$ cat src/hdl/melter_regs.svh
// Register map, field positions, reset values and timing counts
`ifndef MELTER_REGS_SVH
`define MELTER_REGS_SVH
`define OFS_CTRL      12'h000
`define OFS_STATUS    12'h004
`define OFS_ZONES     12'h008
`define OFS_EVT_STAT  12'h00c
`define OFS_EVT_CLR   12'h010
`define OFS_EVT_EN    12'h014
`define OFS_WINDOW    12'h018
`define CTRL_AUTOSTART 0
`define CTRL_SECONDARY 1
`define CTRL_LOC_HEAT  2
`define CTRL_LOC_SETBK 3
`define CTRL_LOC_PUMP  4
`define CTRL_ALARM     5
`define CTRL_DRUM_LOW  6
`define CTRL_DRUM_EMPTY 7
`define CTRL_XOVER     8
`define CTRL_RESET     32'h0000_0000
`define WINDOW_RESET   16'h000a
`define DEBOUNCE_NS    1000000
`define CLK_NS         50
`define DEBOUNCE_CYC   (`DEBOUNCE_NS / `CLK_NS)
`define EVT_NUM        4
`define EVT_TAKE_ON    0
`define EVT_ACTIVE     1
`define EVT_ALARM      2
`define EVT_TAKE_OFF   3
`define REQ_HEAT       0
`define REQ_SETBK      1
`define REQ_PUMP       2
`define REQ_TAKEOVER   3
`define REQ_NUM        4
`define ST_PINS        0
`define ST_RAW_TAKEOVER 4
`define ST_HEAT        5
`define ST_SETBK       6
`define ST_PUMP        7
`define ST_AIR         8
`define ST_TAKEOVER    9
`define ST_HSTATE      10
`define SOAK_CYC_DEF   8192
`endif

$ cat src/hdl/melter_pkg.sv
// Types shared by the melter I/O block
package melter_pkg;
    typedef enum logic [1:0] {
        HS_OFF, HS_WARM_UP, HS_HEAT_SOAK, HS_ACTIVE
    } heat_state_t;
    typedef struct packed {
        logic takeover;
        logic pump;
        logic setback;
        logic heat;
    } request_t;
    typedef struct packed {
        logic err_hi;
        logic err_lo;
        logic run_hi;
        logic run_lo;
    } status_out_t;
endpackage

$ cat src/hdl/melter_plc_io_status.sv
// Discrete controller I/O, run/error status and heat interlocks
// Operation
// While takeover is held, local operator display commands are ignored.
// Under takeover, automatic crossover is off; the controller commands it.
// Four requests (heat, setback, pump, takeover); takeover only on primary.
// Heat request turns heaters on, setback request enables setback.
// Each unit drives run low, run high, error low, error high outputs.
// Error code 00 ok, 01 drum low, 10 drum empty, 11 alarm.
// Run code 00 off/off, 01 heat on, 10 at temp, 11 pump on at temp.
// Outputs are inactive at reset and active only while their cause holds.
// With autostart enabled, pump starts once all zones reach setpoint; here it starts only in active state with all zones in window.
// Air motor is locked out until all zones sit inside the window.
// The controller does not pump before the unit reaches active state.
// Heating shows warm-up, then heat-soak at setpoint, then active.
// Requests are debounced so one transition gives one state change.
`include "melter_regs.svh"

module melter_plc_io_status #(
    parameter int ZONES        = 12,
    parameter int DEBOUNCE_CYC = `DEBOUNCE_CYC,
    parameter int SOAK_CYC     = `SOAK_CYC_DEF
) (
    input  wire logic                     pclk,
    input  wire logic                     presetn,
    input  wire logic                     psel,
    input  wire logic                     penable,
    input  wire logic                     pwrite,
    input  wire logic [11:0]              paddr,
    input  wire logic [31:0]              pwdata,
    output logic      [31:0]              prdata,
    output logic                          pready,
    output logic                          pslverr,
    input  wire melter_pkg::request_t     request_in,
    input  wire logic [ZONES-1:0]         zone_at_setpoint,
    input  wire logic [ZONES-1:0]         zone_in_window,
    output melter_pkg::status_out_t       status_out,
    output logic                          heater_on,
    output logic                          setback_on,
    output logic                          pump_on,
    output logic                          air_motor_enable,
    output logic                          auto_crossover_en,
    output logic                          crossover_cmd,
    output logic                          irq
);
    logic [31:0]              ctrl_q;
    logic [15:0]              window_q;
    logic [`EVT_NUM-1:0]      evt_stat_q;
    logic [`EVT_NUM-1:0]      evt_en_q;
    logic [`REQ_NUM-1:0]      req_sync1_q;
    logic [`REQ_NUM-1:0]      req_sync2_q;
    logic [`REQ_NUM-1:0]      req_db_q;
    logic [`REQ_NUM-1:0]      req_db_prev_q;
    logic [31:0]              db_cnt_q [`REQ_NUM];
    logic [31:0]              soak_cnt_q;
    melter_pkg::heat_state_t  hstate_q;
    melter_pkg::status_out_t  status_d;
    logic                     takeover;
    logic                     heat_cmd;
    logic                     setback_cmd;
    logic                     pump_cmd;
    logic                     all_setpoint;
    logic                     all_window;
    logic                     wr_en;
    logic [`EVT_NUM-1:0]      evt_set;
    logic [`EVT_NUM-1:0]      evt_clr;
    logic                     req_heat;
    logic                     req_setback;
    logic                     req_pump;
    logic                     req_takeover;
    logic                     takeover_rise;
    logic                     takeover_fall;
    logic                     alarm_now;
    logic                     alarm_prev;
    logic [31:0]              status_word;

    // Two-flop synchroniser; only the second stage feeds the filter
    always_ff @(posedge pclk or negedge presetn) begin
        if (!presetn) begin
            req_sync1_q <= '0;
            req_sync2_q <= '0;
        end else begin
            req_sync1_q <= request_in;
            req_sync2_q <= req_sync1_q;
        end
    end

    // Filter holds the old level until the new one is stable for the period
    genvar gi;
    generate
        for (gi = 0; gi < `REQ_NUM; gi++) begin : g_db
            always_ff @(posedge pclk or negedge presetn) begin
                if (!presetn) begin
                    db_cnt_q[gi] <= 32'h0;
                    req_db_q[gi] <= 1'b0;
                end else if (req_sync2_q[gi] == req_db_q[gi]) begin
                    db_cnt_q[gi] <= 32'h0;
                end else if (db_cnt_q[gi] >= 32'(DEBOUNCE_CYC - 1)) begin
                    db_cnt_q[gi] <= 32'h0;
                    req_db_q[gi] <= req_sync2_q[gi];
                end else begin
                    db_cnt_q[gi] <= db_cnt_q[gi] + 32'h1;
                end
            end
        end
    endgenerate

    always_ff @(posedge pclk or negedge presetn) begin
        if (!presetn) begin
            req_db_prev_q <= '0;
        end else begin
            req_db_prev_q <= req_db_q;
        end
    end

    // Named views of the filtered request levels
    assign req_heat     = req_db_q[`REQ_HEAT];
    assign req_setback  = req_db_q[`REQ_SETBK];
    assign req_pump     = req_db_q[`REQ_PUMP];
    assign req_takeover = req_db_q[`REQ_TAKEOVER];

    // Secondary units ignore their own takeover input
    assign takeover = req_takeover & ~ctrl_q[`CTRL_SECONDARY];

    // Local display commands only count while no takeover is held
    always_comb begin
        if (takeover) begin
            heat_cmd    = req_heat;
            setback_cmd = req_setback;
            pump_cmd    = req_pump;
        end else begin
            heat_cmd    = ctrl_q[`CTRL_LOC_HEAT];
            setback_cmd = ctrl_q[`CTRL_LOC_SETBK];
            pump_cmd    = ctrl_q[`CTRL_LOC_PUMP];
        end
    end

    assign all_setpoint = &zone_at_setpoint;
    assign all_window   = &zone_in_window;

    // Heat sequence: warm-up, soak once at setpoint, then active
    always_ff @(posedge pclk or negedge presetn) begin
        if (!presetn) begin
            hstate_q   <= melter_pkg::HS_OFF;
            soak_cnt_q <= 32'h0;
        end else if (!heat_cmd) begin
            hstate_q   <= melter_pkg::HS_OFF;
            soak_cnt_q <= 32'h0;
        end else begin
            case (hstate_q)
                melter_pkg::HS_OFF: begin
                    hstate_q <= melter_pkg::HS_WARM_UP;
                end
                melter_pkg::HS_WARM_UP: begin
                    soak_cnt_q <= 32'h0;
                    if (all_setpoint) begin
                        hstate_q <= melter_pkg::HS_HEAT_SOAK;
                    end
                end
                melter_pkg::HS_HEAT_SOAK: begin
                    if (!all_setpoint) begin
                        hstate_q <= melter_pkg::HS_WARM_UP;
                    end else if (soak_cnt_q >= 32'(SOAK_CYC - 1)) begin
                        hstate_q <= melter_pkg::HS_ACTIVE;
                    end else begin
                        soak_cnt_q <= soak_cnt_q + 32'h1;
                    end
                end
                default: begin
                    if (!all_setpoint) begin
                        hstate_q <= melter_pkg::HS_WARM_UP;
                    end
                end
            endcase
        end
    end

    // Heater and setback follow the selected command source
    always_ff @(posedge pclk or negedge presetn) begin
        if (!presetn) begin
            heater_on  <= 1'b0;
            setback_on <= 1'b0;
        end else begin
            heater_on  <= heat_cmd;
            setback_on <= setback_cmd;
        end
    end

    // Air stays locked out while any zone is outside its window
    always_ff @(posedge pclk or negedge presetn) begin
        if (!presetn) begin
            air_motor_enable <= 1'b0;
        end else begin
            air_motor_enable <= heat_cmd & all_window;
        end
    end

    // Pump is held off before active so air never reaches a cold pump;
    // a dropped heat command stops it on the same edge as the heaters
    always_ff @(posedge pclk or negedge presetn) begin
        if (!presetn) begin
            pump_on <= 1'b0;
        end else if (!heat_cmd || !all_window
                     || hstate_q != melter_pkg::HS_ACTIVE) begin
            pump_on <= 1'b0;
        end else begin
            pump_on <= pump_cmd
                | (ctrl_q[`CTRL_AUTOSTART] & all_setpoint);
        end
    end

    // Crossover is local automatic unless the controller has taken over
    always_ff @(posedge pclk or negedge presetn) begin
        if (!presetn) begin
            auto_crossover_en <= 1'b0;
        end else begin
            auto_crossover_en <= ~takeover;
        end
    end

    // Under takeover only the controller's command may swap units
    always_ff @(posedge pclk or negedge presetn) begin
        if (!presetn) begin
            crossover_cmd <= 1'b0;
        end else begin
            crossover_cmd <= takeover & ctrl_q[`CTRL_XOVER];
        end
    end

    // Status code; alarm outranks empty, which outranks low
    always_comb begin
        status_d = '0;
        if (ctrl_q[`CTRL_ALARM]) begin
            status_d.err_hi = 1'b1;
            status_d.err_lo = 1'b1;
        end else if (ctrl_q[`CTRL_DRUM_EMPTY]) begin
            status_d.err_hi = 1'b1;
        end else if (ctrl_q[`CTRL_DRUM_LOW]) begin
            status_d.err_lo = 1'b1;
        end
        if (pump_on) begin
            status_d.run_hi = 1'b1;
            status_d.run_lo = 1'b1;
        end else if (hstate_q == melter_pkg::HS_HEAT_SOAK
                     || hstate_q == melter_pkg::HS_ACTIVE) begin
            status_d.run_hi = 1'b1;
        end else if (hstate_q == melter_pkg::HS_WARM_UP) begin
            status_d.run_lo = 1'b1;
        end
    end

    always_ff @(posedge pclk or negedge presetn) begin
        if (!presetn) begin
            status_out <= '0;
        end else begin
            status_out <= status_d;
        end
    end

    // Events: takeover gained, reached active, alarm entered, takeover lost
    assign takeover_rise = req_takeover & ~req_db_prev_q[`REQ_TAKEOVER];
    assign takeover_fall = ~req_takeover & req_db_prev_q[`REQ_TAKEOVER];
    assign alarm_now     = status_d.err_hi & status_d.err_lo;
    assign alarm_prev    = status_out.err_hi & status_out.err_lo;

    // A secondary unit never reports edges of its ignored takeover input
    always_comb begin
        evt_set = '0;
        evt_set[`EVT_TAKE_ON] = takeover_rise & ~ctrl_q[`CTRL_SECONDARY];
        evt_set[`EVT_ACTIVE]  = (hstate_q == melter_pkg::HS_ACTIVE)
                                & ~(status_out.run_hi & status_out.run_lo);
        evt_set[`EVT_ALARM]   = alarm_now & ~alarm_prev;
        evt_set[`EVT_TAKE_OFF] = takeover_fall & ~ctrl_q[`CTRL_SECONDARY];
    end

    assign wr_en   = psel & penable & pwrite;

    always_comb begin
        evt_clr = '0;
        if (wr_en && paddr == `OFS_EVT_CLR) begin
            evt_clr = pwdata[`EVT_NUM-1:0];
        end
    end

    // Set wins over a clear arriving in the same cycle
    always_ff @(posedge pclk or negedge presetn) begin
        if (!presetn) begin
            evt_stat_q <= '0;
        end else begin
            evt_stat_q <= (evt_stat_q & ~evt_clr) | evt_set;
        end
    end

    assign irq = |(evt_stat_q & evt_en_q);

    // Register writes take effect at the access-phase edge
    always_ff @(posedge pclk or negedge presetn) begin
        if (!presetn) begin
            ctrl_q   <= `CTRL_RESET;
            evt_en_q <= '0;
            window_q <= `WINDOW_RESET;
        end else if (wr_en) begin
            if (paddr == `OFS_CTRL) begin
                ctrl_q <= pwdata;
            end else if (paddr == `OFS_EVT_EN) begin
                evt_en_q <= pwdata[`EVT_NUM-1:0];
            end else if (paddr == `OFS_WINDOW) begin
                window_q <= pwdata[15:0];
            end
        end
    end

    assign pready = 1'b1;

    // Status word: heat state, takeover, outputs, raw takeover, pin code
    always_comb begin
        status_word                    = 32'h0;
        status_word[`ST_HSTATE+:2]     = 2'(hstate_q);
        status_word[`ST_TAKEOVER]      = takeover;
        status_word[`ST_AIR]           = air_motor_enable;
        status_word[`ST_PUMP]          = pump_on;
        status_word[`ST_SETBK]         = setback_on;
        status_word[`ST_HEAT]          = heater_on;
        status_word[`ST_RAW_TAKEOVER]  = req_takeover;
        status_word[`ST_PINS+:4]       = status_out;
    end

    // Read mux; unmapped addresses answer with an error and zero data
    always_comb begin
        prdata  = 32'h0;
        pslverr = 1'b0;
        if (paddr == `OFS_CTRL) begin
            prdata = ctrl_q;
        end else if (paddr == `OFS_STATUS) begin
            prdata = status_word;
        end else if (paddr == `OFS_ZONES) begin
            prdata = 32'(zone_at_setpoint);
        end else if (paddr == `OFS_EVT_STAT) begin
            prdata = 32'(evt_stat_q);
        end else if (paddr == `OFS_EVT_CLR) begin
            prdata = 32'h0;
        end else if (paddr == `OFS_EVT_EN) begin
            prdata = 32'(evt_en_q);
        end else if (paddr == `OFS_WINDOW) begin
            prdata = {16'h0, window_q};
        end else begin
            pslverr = psel & penable;
        end
    end
endmodule

$ cat config.mk
export PLATFORM = sky130hd
export DESIGN_NAME = melter_plc_io_status
export DESIGN_NICKNAME = d
export VERILOG_FILES = /design/src/hdl/melter_pkg.sv /design/src/hdl/melter_plc_io_status.sv
export VERILOG_INCLUDE_DIRS = /design/src /design/src/hdl
export SDC_FILE = /design/constraint.sdc
export NUM_CORES = 1
export LEC_CHECK = 0
export BUFFER_PORTS_ARGS = -buffer_cell sky130_fd_sc_hd__buf_4
export CAP_MARGIN = 20
export CORE_ASPECT_RATIO = 0.8
export CORE_UTILIZATION = 45
export CTS_CLUSTER_SIZE = 25
export DETAILED_ROUTE_END_ITERATION = 8
export PLACE_DENSITY = 0.63
export SLEW_MARGIN = 20
export SYNTH_ARGS = -nofsm -noshare
export SYNTH_HDL_FRONTEND = slang
export SYNTH_SLANG_ARGS = --single-unit
$ cat constraint.sdc
create_clock -name pclk -period 2.48 [get_ports pclk]
set_clock_uncertainty 0.1 [all_clocks]
set_input_delay 0.124 -clock pclk [delete_from_list [all_inputs] [get_ports pclk]]
set_output_delay 0.124 -clock pclk [all_outputs]
set_load 0.05 [all_outputs]
# After elaboration in Yosys (flattened, before gate mapping)
# Cells that the tools add are included.
[word_totals]
ff_bits = 244
latch_bits = 0
ram_bits = 0
romBits = 0
output_inout_bits = 45
mem_count = 0
[op_classes]
n_addsub = 5
mul = 0
div = 0
n_lt_le_gt_ge = 5
eq_ne = 20
shifts = 0
n_mux = 45
bitwise_logic = 32
reduce_logical = 20
[op_table]
columns = ["operator", "n"]
rows = [
  ["32-bit 2-to-1 mux", 12],
  ["32-bit by 1-bit adder with 32-bit output, second input constant", 5],
  ["32-bit by 15-bit >= comparator with 1-bit output, second input constant", 4],
  ["16-bit 2-to-1 mux", 6],
  ["32-bit case mux with 2 select lines", 1],
  ["12-bit by 5-bit equality test with 1-bit output, second input constant", 3],
  ["32-bit by 13-bit >= comparator with 1-bit output, second input constant", 1],
  ["12-bit by 4-bit equality test with 1-bit output, second input constant", 2],
  ["12-bit AND reduction", 2],
  ["1-bit 2-to-1 mux", 17],
  ["1-bit bitwise AND", 15],
  ["2-bit 2-to-1 mux", 7],
  ["12-bit by 3-bit equality test with 1-bit output, second input constant", 1],
  ["12-bit logical NOT", 1],
  ["1-bit inverter", 12],
  ["2-bit AND reduction", 5],
  ["3-bit inequality test, second input constant", 3],
  ["3-bit AND reduction", 3],
  ["4-bit bitwise AND", 2],
  ["2-bit case mux with 3 select lines", 1],
  ["5-bit by 2-bit inequality test with 1-bit output, second input constant", 1],
  ["1-bit equality test", 4],
  ["2-bit equality test, second input constant", 2],
  ["4-bit 2-to-1 mux", 1],
  ["other kinds (13)", 16],
]

# Logic depth before layout (Yosys ltp)
# Gate-level depths: netlist of run 1.
[depth]
ltp_word = 8
mapped_depth = 9
ltp_nobuf = 8

# Worst setup path before layout of run 1
# OpenSTA, ideal clock, no wires.
[synth_timing]
path_type = "input to output"
from = "input port paddr[2]"
to = "output port prdata[0]"
arrival_time_ps = 2089
required_ps = 2256
path_slack_ps = 167
cell_stages = 6
cell_sequence = "buf_2 > buf_1 > nand2_1 > a21oi_1 > a221oi_1 > a211oi_1"
[synth_between]
elab_chain_cells = 8
elab_cells_between_ends = 14
cone_classes = "eq/ne (6); mux (7); reduce/logical (1)"
[synth_lines]
columns = ["item", "line", "source"]
rows = [
  ["start: declaration", "melter_plc_io_status.sv:28", "input wire logic [11:0] paddr,"],
  ["12-bit by 5-bit equality test with 1-bit output (no line)", "n/a", ""],
  ["16-bit 2-to-1 mux", "melter_plc_io_status.sv:343", "end else if (paddr == `OFS_WINDOW) begin"],
  ["16-bit 2-to-1 mux", "melter_plc_io_status.sv:341", "end else if (paddr == `OFS_EVT_EN) begin"],
  ["16-bit 2-to-1 mux", "melter_plc_io_status.sv:339", "end else if (paddr == `OFS_EVT_CLR) begin"],
  ["16-bit 2-to-1 mux", "melter_plc_io_status.sv:337", "end else if (paddr == `OFS_EVT_STAT) begin"],
  ["16-bit 2-to-1 mux", "melter_plc_io_status.sv:335", "end else if (paddr == `OFS_ZONES) begin"],
  ["16-bit 2-to-1 mux", "melter_plc_io_status.sv:333", "end else if (paddr == `OFS_STATUS) begin"],
  ["32-bit 2-to-1 mux *", "melter_plc_io_status.sv:331", "if (paddr == `OFS_CTRL) begin"],
  ["end: declaration", "melter_plc_io_status.sv:30", "output logic [31:0] prdata,"],
]
# Mark *: on every way between the ends. The rest lies on a longest branch, timed or not.

# Worst setup path after layout of run 1
[layout_timing]
from = "register soak_cnt_q[0]"
to = "register soak_cnt_q[9]"
[layout_between]
elab_chain_cells = 5
elab_cells_between_ends = 8
cone_classes = "add/sub (1); order compare (1); eq/ne (1); mux (4); reduce/logical (1)"
[layout_lines]
columns = ["item", "line", "source"]
rows = [
  ["start: declaration", "melter_plc_io_status.sv:54", "logic [31:0] soak_cnt_q;"],
  ["start signal: assignment", "melter_plc_io_status.sv:165", "soak_cnt_q <= soak_cnt_q + 32'h1;"],
  ["32-bit by 1-bit adder with 32-bit output", "melter_plc_io_status.sv:165", ""],
  ["32-bit 2-to-1 mux", "melter_plc_io_status.sv:162", "end else if (soak_cnt_q >= 32'(SOAK_CYC - 1)) begin"],
  ["32-bit 2-to-1 mux", "melter_plc_io_status.sv:160", "if (!all_setpoint) begin"],
  ["32-bit case mux with 2 select lines", "melter_plc_io_status.sv:149", "case (hstate_q)"],
  ["32-bit 2-to-1 mux", "melter_plc_io_status.sv:145", "end else if (!heat_cmd) begin"],
]
# Several ways; a longest one is shown, not always the timed one. The select of a mux whose other input is x is not followed.
# A chain may end at the register's enable or synchronous reset.

==> flow_summary_export.csv, run 1 <==
group,metric,value,unit
drt,met3WireLength,919,um
drt,wl_met2,9450,um
clock_network,post-cts-setup-buffers,0,
cells_and_area,layout-drive-gt1-share,0.212,
yosys,ys_types,59,
global_routing,grt_use_total,0.190,
yosys,syn_area,9940,um2
floorplan,io_pins,122,
yosys,synth_top_area_cell,"dfrtp_1",
worst_setup_path,worstPathRequired,2820,ps
drt,drc,0,
worst_hold_path,hold_depth,6,
global_routing,grt_max_degree,96,
drt,ant_nets,0,
clock_network,clock_path_buffers,3,
worst_hold_path,hold_path.class,"input port to flop",
placed_design,gp_congestion,0.798,
clock_network,cts_tree,"built",
global_routing,grt_pass1_vias,6769,
placed_design,place_area,11500,um2
yosys,synth_edf_count,0,
sta,setup_ws,210,ps
worst_setup_path,worstPathArrival,2610,ps
sta,setup_tns,0,ps
clock_network,clk_latency,520,ps
yosys,yosys_warnings,0,
worst_setup_path,reg2regPathDepth,7,
cells_and_area,fin_util,0.586,
worst_setup_path,cp-end-kind,"flop",
global_routing,grt_first_pass_wirelength,34700,um
global_routing,grt_overflow,0,
yosys,async_flop_share,1.00,
yosys,synthTopCellsByArea,"dfrtp_1 (60%), mux2_2 (4.3%), nor2_1 (4.0%)",
clock_network,htree_levels,1,
cells_and_area,multi_input_area,3950,um2
worst_setup_path,r2r_slack,210,ps
clock_network,root_buffer,"clkbuf_16",
sta,setup_viol,0,
yosys,avgSynthCellArea,11.9,um2
clock_network,clk_pin_slew,60,ps
worst_setup_path,r2r_start,"soak_cnt_q[0]$_DFFE_PN0P_",
power,combPwrFrac,0.053,
drt,m1WireLength,10000,um
floorplan,dieArea,22700,um2
cells_and_area,synthToLayoutAreaGrowth,27.6,%
worst_setup_path,criticalPathCategory,"flop to flop",
power,powerDensity,626,nW/um2
worst_hold_path,min_to,"pump_on$_DFF_PN0_",
cells_and_area,diodes,0,
cells_and_area,seq_area,6030,um2
drt,vias_per_cell,4.96,
drt,drtPass1Iterations,4,
floorplan,rows,48,
drt,wl_per_cell,15.1,um
power,clock_power_share,0.439,
global_routing,antenna_found_initial,0,
worst_setup_path,r2r_end,"soak_cnt_q[9]$_DFFE_PN0P_",
clock_network,numClockSinks,241,
sta,fin_crit_sh,0.915,
floorplan,die_y,135,um
yosys,synth_seq_area_share,0.607,
sta,relSlewSlack,0.512,
power,p_seq_frac,0.508,
yosys,yosys_most_used_dff,"dfrtp_1",
sta,rsz0062_at_grt,"false",
placed_design,port_buffers,120,
sta,slew_viol_final,0,
floorplan,core,21600,um2
placed_design,dp_hpwl,14400,um
drt,via_count,6833,
cells_and_area,stdcell_area,12700,um2
power,intPower,6.22,mW
cells_and_area,nFillCells,1819,
sta,final_hold_viol_count,0,
cells_and_area,fin_nets,1175,
power,ir_worst_vdd,0.402,mV
drt,top_layer_used,"met4",
sta,holdWs,58.9,ps
power,power.switching,1.72,mW
power,p_leak,5.88,nW
worst_setup_path,crit_fanout,9,
sta,fin_crit,2270,ps
run_status,outcome,"finished, final reports clean",
cells_and_area,final_common_cell,"dfrtp_1",
job,maxCapViolCount,0,
drt,drt_iter0_markers,437,
clock_network,cts_made_buffers,25,
placed_design,dpl_worst_slack,166,ps
yosys,ys_ff_latch,241,
worst_hold_path,min_from,"zone_at_setpoint[8]",
floorplan,initial_utilization,0.460,
floorplan,die-width,168,um
yosys,synth_cells,838,
yosys,synth_top_area_frac,0.602,
drt,routed_wl,20800,um
cells_and_area,final_cell_mix,"dfrtp_1 (239), buf_4 (140), nor2_1 (105)",
power,p_sw_frac,0.217,
sta,fmax,0.441,GHz
worst_setup_path,startpoint_type,"flop",
sta,tightest_slew,733,ps
## worst max-delay path, cell delays in order (launching register included)
cell	delay (ps)
dfrtp_1	420
ha_1	240
and3_1	180
and3_1	260
a211oi_4	320
o21ai_2	180
or3_1	360
a21oi_1	140
## Yosys cell counts (all sizes together) (6+ instances only)
cell type and number:
and4 6, nor4 28, dfrtp 239, o21ai 18, a22oi 10, a22o 7
inv 17, nand2 39, xnor2 22, nand4 24, nor2 105, ha 9
and3 10, xor2 35, nand3 38, and2 37, clkbuf 15, mux2 66
nor3 17, a21oi 26, buf 12
## layout make-up
class / count / share of cell area
clock inverters: 6 / 0.00523
clock buffers: 36 / 0.0542
inverters: 18 / 0.00533
multi-input cells: 619 / 0.312
flip-flops and latches: 241 / 0.476
well taps: 275 / 0.0271
repair buffers: 184 / 0.120
## flip-flops by register name, summed over array words and instances, names as in the netlist
signal             cells
ctrl_q                32
hstate_q               2
req_db_prev_q          1
req_heat               1
pump_on                1
req_pump               1
req_sync1_q            4
setback_on             1
heater_on              1
evt_stat_q             4
soak_cnt_q            32
db_cnt_q             128
req_takeover           1
window_q              16
crossover_cmd          1
status_out             4
req_sync2_q            4
auto_crossover_en      1
air_motor_enable       1
req_setback            1
evt_en_q               4
## stage by stage
step | power [mW] | std cells
6_report | 7.94 | 1379
5_1_grt | 8.26 | 1379
4_1_cts | 8.04 | 1379
3_5_place_dp | 4.48 | 1297
3_3_place_gp | 4.48 | 1297
2_1_floorplan | 4.23 | 905
## how the worst max path moves through the flow
stage	start	endpoint	slack, ps	cells past startpoint
floorplan	paddr[2]	prdata[0]	170	6
global route	hstate_q[0]$_DFFE_PN0P_	soak_cnt_q[9]$_DFFE_PN0P_	70	8
finish	soak_cnt_q[0]$_DFFE_PN0P_	soak_cnt_q[9]$_DFFE_PN0P_	210	7
global placement	hstate_q[0]$_DFFE_PN0P_	soak_cnt_q[9]$_DFFE_PN0P_	200	8
CTS	hstate_q[0]$_DFFE_PN0P_	soak_cnt_q[9]$_DFFE_PN0P_	150	8
detailed placement	hstate_q[0]$_DFFE_PN0P_	soak_cnt_q[9]$_DFFE_PN0P_	170	8
## cells by family after synthesis
group                    share of synthesized area
flip-flops                                   0.607
AND/OR/NAND/NOR                              0.171
multiplexers                                0.0792
adder cells (fa/ha/maj)                     0.0113
buffers and inverters                       0.0213
other                                     0.000756
XOR/XNOR                                    0.0502
AO/OA/AOI/OAI                               0.0592
## layer usage
| layer | global-route usage | vias up |
|---|---|---|
| met5 | 0 | - |
| met4 | 0.0439 | 0 |
| met3 | 0.0293 | 29 |
| met2 | 0.301 | 168 |
| met1 | 0.278 | 3265 |
| li1 | - | 3371 |
## power groups by stage
stage | clock (mW) | sequential (mW) | combinational [mW]
2_1_floorplan | 0 | 4.11 | 0.115
3_3_place_gp | 0 | 4.11 | 0.370
3_5_place_dp | 0 | 4.11 | 0.372
4_1_cts | 3.58 | 4.04 | 0.424
5_1_grt | 3.75 | 4.04 | 0.468
6_report | 3.49 | 4.04 | 0.418
## timing repair
action                     in CTS  in global routing
setup endpoints to repair       0                  1
gates resized for setup         0                  1
hold endpoints to repair      150                  0
hold buffers                   40                  0
(Power assumes the default switching activity.)
==> inputs of run 2 (changes only) <==
--- a/config.mk
+++ b/config.mk
@@ -13,6 +13,7 @@
 export CTS_CLUSTER_SIZE = 25
 export DETAILED_ROUTE_END_ITERATION = 8
 export PLACE_DENSITY = 0.63
+export RECOVER_POWER = 25
 export SLEW_MARGIN = 20
 export SYNTH_ARGS = -nofsm -noshare
 export SYNTH_HDL_FRONTEND = slang
==> run 2 against run 1 <==
  * Non-clock buffer count unchanged
  * Routed wire length is essentially flat
  * Combinational power shrank 2%
  * Global-route usage did not move
  * Clock-buffer cell count is the same
  * Power decreased by 0.14%
  * First-iteration DRC count up 6.4%
  * Clock power barely moved
  * Via count is 0.26% higher
==> flow_summary_export.csv, run 2 (synthesized netlist as in run 1, its figures left out) <==
group,metric,value,unit
cells_and_area,stdcell_area,12600,um2
cells_and_area,reg_top3,"db_cnt_q x128, ctrl_q x32, soak_cnt_q x32",
floorplan,io_pins,122,
drt,routed_wl,20800,um
power,p_total,7.93,mW
placed_design,dp_hpwl,14400,um
cells_and_area,max_flop_register,"db_cnt_q",
sta,fmax,0.441,GHz
cells_and_area,diodes,0,
global_routing,grt_first_pass_wirelength,34700,um
cells_and_area,largest_reg_flops,128,
worst_setup_path,startpoint_type,"flop",
power,p_leak,5.86,nW
cells_and_area,seq_area,6030,um2
sta,fin_crit,2270,ps
cells_and_area,final_cell_mix,"dfrtp_1 (239), buf_4 (133), nor2_1 (105)",
power,ir_worst_vdd,0.402,mV
worst_setup_path,cp_common_cell,"and3_1",
cells_and_area,synthToLayoutAreaGrowth,27.2,%
sta,tightest_slew,1320,ps
placed_design,gp_congestion,0.798,
clock_network,cts_tree,"built",
worst_setup_path,cp_slowest_cell,"dfrtp_1",
cells_and_area,nFillCells,1826,
global_routing,antenna_found_initial,0,
sta,final_hold_viol_count,0,
run_status,outcome,"finished, final reports clean",
worst_setup_path,crit_fanout,9,
clock_network,root_buffer,"clkbuf_16",
global_routing,grt_overflow,0,
sta,slew_viol_final,0,
sta,setup_tns,0,ps
worst_setup_path,cpPeakStageDelay,420,ps
clock_network,clock_path_buffers,3,
worst_hold_path,hold_path.class,"input port to flop",
floorplan,die_y,135,um
power,p_sw_frac,0.217,
sta,relSlewSlack,0.122,
clock_network,htree_levels,1,
job,maxCapViolCount,0,
floorplan,initial_utilization,0.460,
clock_network,numClockSinks,241,
power,intPower,6.21,mW
clock_network,clk_latency,520,ps
cells_and_area,layout-drive-gt1-share,0.209,
power,clock_power_share,0.439,
power,power.switching,1.72,mW
global_routing,grt_pass1_vias,6769,
clock_network,cts_made_buffers,25,
clock_network,clk_pin_slew,60,ps
power,p_seq_frac,0.509,
clock_network,post-cts-setup-buffers,0,
placed_design,dp.cells,1297,
global_routing,grt_max_degree,96,
drt,ant_nets,0,
floorplan,core,21600,um2
power,combPwrFrac,0.052,
cells_and_area,multi_input_area,3950,um2
drt,vias_per_cell,4.97,
worst_setup_path,cp-end-kind,"flop",
cells_and_area,fin_nets,1175,
floorplan,rows,48,
worst_setup_path,crit_chain,"ha_1 > and3_1 > and3_1 > a211oi_4 > o21ai_2 > or3_1 > a21oi_1",
worst_setup_path,worstPathArrival,2610,ps
worst_setup_path,worstPathRequired,2820,ps
drt,via_count,6851,
cells_and_area,fin_cells,1379,
worst_setup_path,criticalPathCategory,"flop to flop",
cells_and_area,final_common_cell,"dfrtp_1",
global_routing,grt_use_total,0.190,
sta,fin_crit_sh,0.914,
drt,drtPass1Iterations,4,
placed_design,port_buffers,120,
worst_setup_path,path_delay_family,"simple AND/OR/NAND/NOR gates",
sta,holdWs,62.9,ps
drt,drc,0,
floorplan,dieArea,22700,um2
floorplan,die-width,168,um
sta,rsz0062_at_grt,"false",
drt,wl_per_cell,15.1,um
power,powerDensity,627,nW/um2
sta,setup_viol,0,
placed_design,place_area,11500,um2
drt,drt_iter0_markers,465,
worst_setup_path,cp.buffers_inverters,0,
[run 2: changes by cell type in the layout (fill, tap and decap cells not counted)]
cell,previous run,this run
buf_12,3,2
buf_4,140,133
clkbuf_4,0,5
clkbuf_1,9,12
buf_2,0,1
buf_8,1,0
[run 2: power groups by stage]
stage               logic (mW)  clock network (mW)  registers [mW]
floorplan                0.115                   0            4.11
global placement         0.370                   0            4.11
detailed placement       0.372                   0            4.11
CTS                      0.424                3.58            4.04
global route             0.461                3.75            4.04
finish                   0.411                3.48            4.04
[run 2: cell type report]
type	instances	share of cell area
clock buffer	36	0.0543
timing repair buffer	184	0.118
sequential	241	0.477
clock inverter	6	0.00524
multi-input combinational	619	0.313
tap	275	0.0272
inverter	18	0.00534
[run 2: repair_timing]
item / 4_1_cts / 5_1_grt
hold buffers: 40 / 0
gates resized for setup: 0 / 1
hold endpoints to repair: 150 / 0
setup endpoints to repair: 0 / 1
[run 2: per-layer routing]
metal | vias up | GRT usage | routed length (um)
met2 | 169 | 0.301 | 9440
met3 | 31 | 0.0293 | 903
met5 | - | 0 | 0
met1 | 3280 | 0.278 | 9990
li1 | 3371 | - | -
met4 | 0 | 0.0439 | 431
[run 2: final timing paths]
| kind | slack [ps] | startpoint | endpoint | cells after the start |
|---|---|---|---|---|
| worst min-delay path | 60 | zone_at_setpoint[8] | pump_on$_DFF_PN0_ | 6 |
| worst min register to register | 250 | req_sync1_q[1]$_DFF_PN0_ | req_sync2_q[1]$_DFF_PN0_ | 0 |
| worst max register to register | 210 | soak_cnt_q[0]$_DFFE_PN0P_ | soak_cnt_q[9]$_DFFE_PN0P_ | 7 |
| worst max-delay path | 210 | soak_cnt_q[0]$_DFFE_PN0P_ | soak_cnt_q[9]$_DFFE_PN0P_ | 7 |
| max in group asynchronous | 440 | presetn | db_cnt_q[72]$_DFF_PN0_ | 3 |
| min in group asynchronous | 380 | presetn | ctrl_q[23]$_DFFE_PN0P_ | 2 |
[run 2: worst register-to-register path, stage by stage (launching register included)]
cell	delay, ps
dfrtp_1	420
ha_1	240
and3_1	180
and3_1	260
a211oi_4	320
o21ai_2	170
or3_1	370
a21oi_1	140
[run 2: through the flow]
stage          setup WS (ps)   util
2_1_floorplan            167      -
3_3_place_gp             201  0.533
3_5_place_dp             166  0.533
4_1_cts                  148  0.586
5_1_grt                 54.3  0.585
6_report                 214  0.585
==> inputs of run 3 (changes only) <==
--- a/config.mk
+++ b/config.mk
@@ -12,6 +12,7 @@
 export CORE_UTILIZATION = 45
 export CTS_CLUSTER_SIZE = 25
 export DETAILED_ROUTE_END_ITERATION = 8
+export GPL_TIMING_DRIVEN = 0
 export PLACE_DENSITY = 0.63
 export RECOVER_POWER = 25
 export SLEW_MARGIN = 20
==> run 3 against run 2 <==
  * Power rose by 1.4%
  * Clock-buffer cell count fell by 1
  * Via count rose by 1.8%
  * Largest cell class unchanged
==> flow_summary_export.csv, run 3 (synthesized netlist as in run 1, its figures left out) <==
group,metric,value,unit
sta,fmax,0.422,GHz
clock_network,cts_tree,"built",
drt,wl_per_cell,15.2,um
clock_network,numClockSinks,241,
worst_setup_path,crit_fanout,6,
drt,met3WireLength,1090,um
job,maxCapViolCount,0,
clock_network,clock_path_buffers,3,
clock_network,htree_levels,1,
clock_network,clk_latency,520,ps
clock_network,clk_pin_slew,60,ps
cells_and_area,synthToLayoutAreaGrowth,29.3,%
cells_and_area,diodes,0,
global_routing,grt_overflow,0,
global_routing,grt_max_degree,69,
placed_design,dp.cells,1302,
sta,relSlewSlack,0.382,
placed_design,gp_congestion,0.795,
cells_and_area,nFillCells,1790,
cells_and_area,reg_top3,"db_cnt_q x128, ctrl_q x32, soak_cnt_q x32",
drt,drc,0,
sta,slew_viol_final,0,
worst_setup_path,startpoint_type,"flop",
worst_setup_path,cp-end-kind,"flop",
cells_and_area,final_cell_mix,"dfrtp_1 (239), buf_4 (123), nor2_1 (105)",
drt,wl_met2,9600,um
cells_and_area,fin_cells,1397,
floorplan,die_y,135,um
worst_setup_path,criticalPathCategory,"flop to flop",
power,powerDensity,626,nW/um2
cells_and_area,final_common_cell,"dfrtp_1",
worst_hold_path,hold_path.class,"input port to asynchronous set/reset pin",
floorplan,initial_utilization,0.460,
placed_design,dp_hpwl,14700,um
sta,fin_crit,2370,ps
run_status,outcome,"finished, final reports clean",
global_routing,grt_first_pass_wirelength,35000,um
global_routing,antenna_found_initial,0,
placed_design,dpl_worst_slack,-25.9,ps
floorplan,die-width,168,um
drt,ant_nets,0,
sta,setup_ws,108,ps
floorplan,core,21600,um2
drt,drtPass1Iterations,5,
power,ir_worst_vdd,0.493,mV
sta,rsz0062_at_grt,"true",
sta,setup_viol,0,
drt,via_count,6971,
sta,final_hold_viol_count,0,
cells_and_area,layout-drive-gt1-share,0.210,
worst_setup_path,worstPathArrival,2710,ps
drt,vias_per_cell,4.99,
floorplan,rows,48,
global_routing,grt_use_total,0.194,
cells_and_area,largest_reg_flops,128,
power,p_leak,5.94,nW
placed_design,port_buffers,119,
drt,m1WireLength,10200,um
drt,drt_iter0_markers,427,
drt,top_layer_used,"met4",
drt,routed_wl,21300,um
floorplan,dieArea,22700,um2
cells_and_area,fin_nets,1194,
global_routing,grt_pass1_vias,6724,
sta,fin_crit_sh,0.956,
cells_and_area,max_flop_register,"db_cnt_q",
clock_network,root_buffer,"clkbuf_16",
worst_setup_path,worstPathRequired,2820,ps
sta,tightest_slew,919,ps
floorplan,io_pins,122,
sta,holdWs,16.1,ps
clock_network,cts_made_buffers,25,
-- run 3: cell count changes in the layout (fill, tap and decap cells not counted), moves of 3 or more --
cell | previous run | this run
dlygate4sd3_1 | 40 | 48
clkinv_2 | 2 | 5
clkbuf_8 | 2 | 5
buf_4 | 133 | 123
buf_6 | 0 | 4
clkbuf_1 | 12 | 18
buf_16 | 0 | 3
-- run 3: layer usage --
layer,track usage,vias to the layer above
met5,0,-
li1,-,3391
met2,0.309,182
met1,0.281,3372
met4,0.0424,0
met3,0.0305,26
-- run 3: report_power, final --
group | total [mW] | switching [mW] | internal (mW) | leakage, nW
combinational | 0.434 | 0.237 | 0.197 | 2.42
clock | 3.57 | 1.48 | 2.09 | 0.384
sequential | 4.04 | 0.0308 | 4.01 | 3.15
total | 8.04 | 1.75 | 6.29 | 5.94
-- run 3: path summary, 6_finish.rpt --
check	cells after the start	endpoint	slack, ps	start
min	2	ctrl_q[25]$_DFFE_PN0P_	20	presetn
max	6	pump_on$_DFF_PN0_	110	req_takeover$_DFFE_PN0P_
max in group asynchronous	5	db_cnt_q[79]$_DFF_PN0_	940	presetn
min reg2reg	0	req_sync2_q[1]$_DFF_PN0_	250	req_sync1_q[1]$_DFF_PN0_
max reg2reg	6	pump_on$_DFF_PN0_	110	req_takeover$_DFFE_PN0P_
min in group pclk	6	evt_stat_q[0]$_DFF_PN0_	40	paddr[4]
-- run 3: stage by stage --
| stage | TNS [ps] | power [mW] | area, um2 | utilization |
|---|---|---|---|---|
| finish | 0 | 8.04 | 12800 | 0.594 |
| global route | -19.7 | 8.32 | 12800 | 0.594 |
| CTS | 0 | 8.11 | 12800 | 0.591 |
| detailed placement | -25.9 | 4.48 | 11500 | 0.533 |
| global placement | -168280 | 4.46 | 11400 | 0.529 |
| floorplan | 0 | 4.23 | 10200 | - |
-- run 3: cell type report --
type	count	area, um2	share of cell area
multi-input combinational	619	3980	0.310
tap	275	344	0.0268
inverter	18	67.6	0.00526
timing repair buffer	176	1510	0.117
sequential	241	6030	0.470
clock inverter	6	55.1	0.00428
clock buffer	35	713	0.0555
buffer	27	149	0.0116
-- run 3: critical path, cell delays in order, from the launching register on --
cell and delay (ps):
dfrtp_1 490, nor2b_4 310, mux2i_4 130, buf_4 170, nor4_1 780, nand2_1 150, a31oi_1 170
-- run 3: repair_timing --
action                     in CTS  in global routing
setup endpoints to repair       2                 19
gates cloned                    0                  0
hold buffers                   48                  0
pin swaps                       0                  1
buffers inserted                0                  6
hold endpoints to repair      173                  0
resized for setup               2                  8
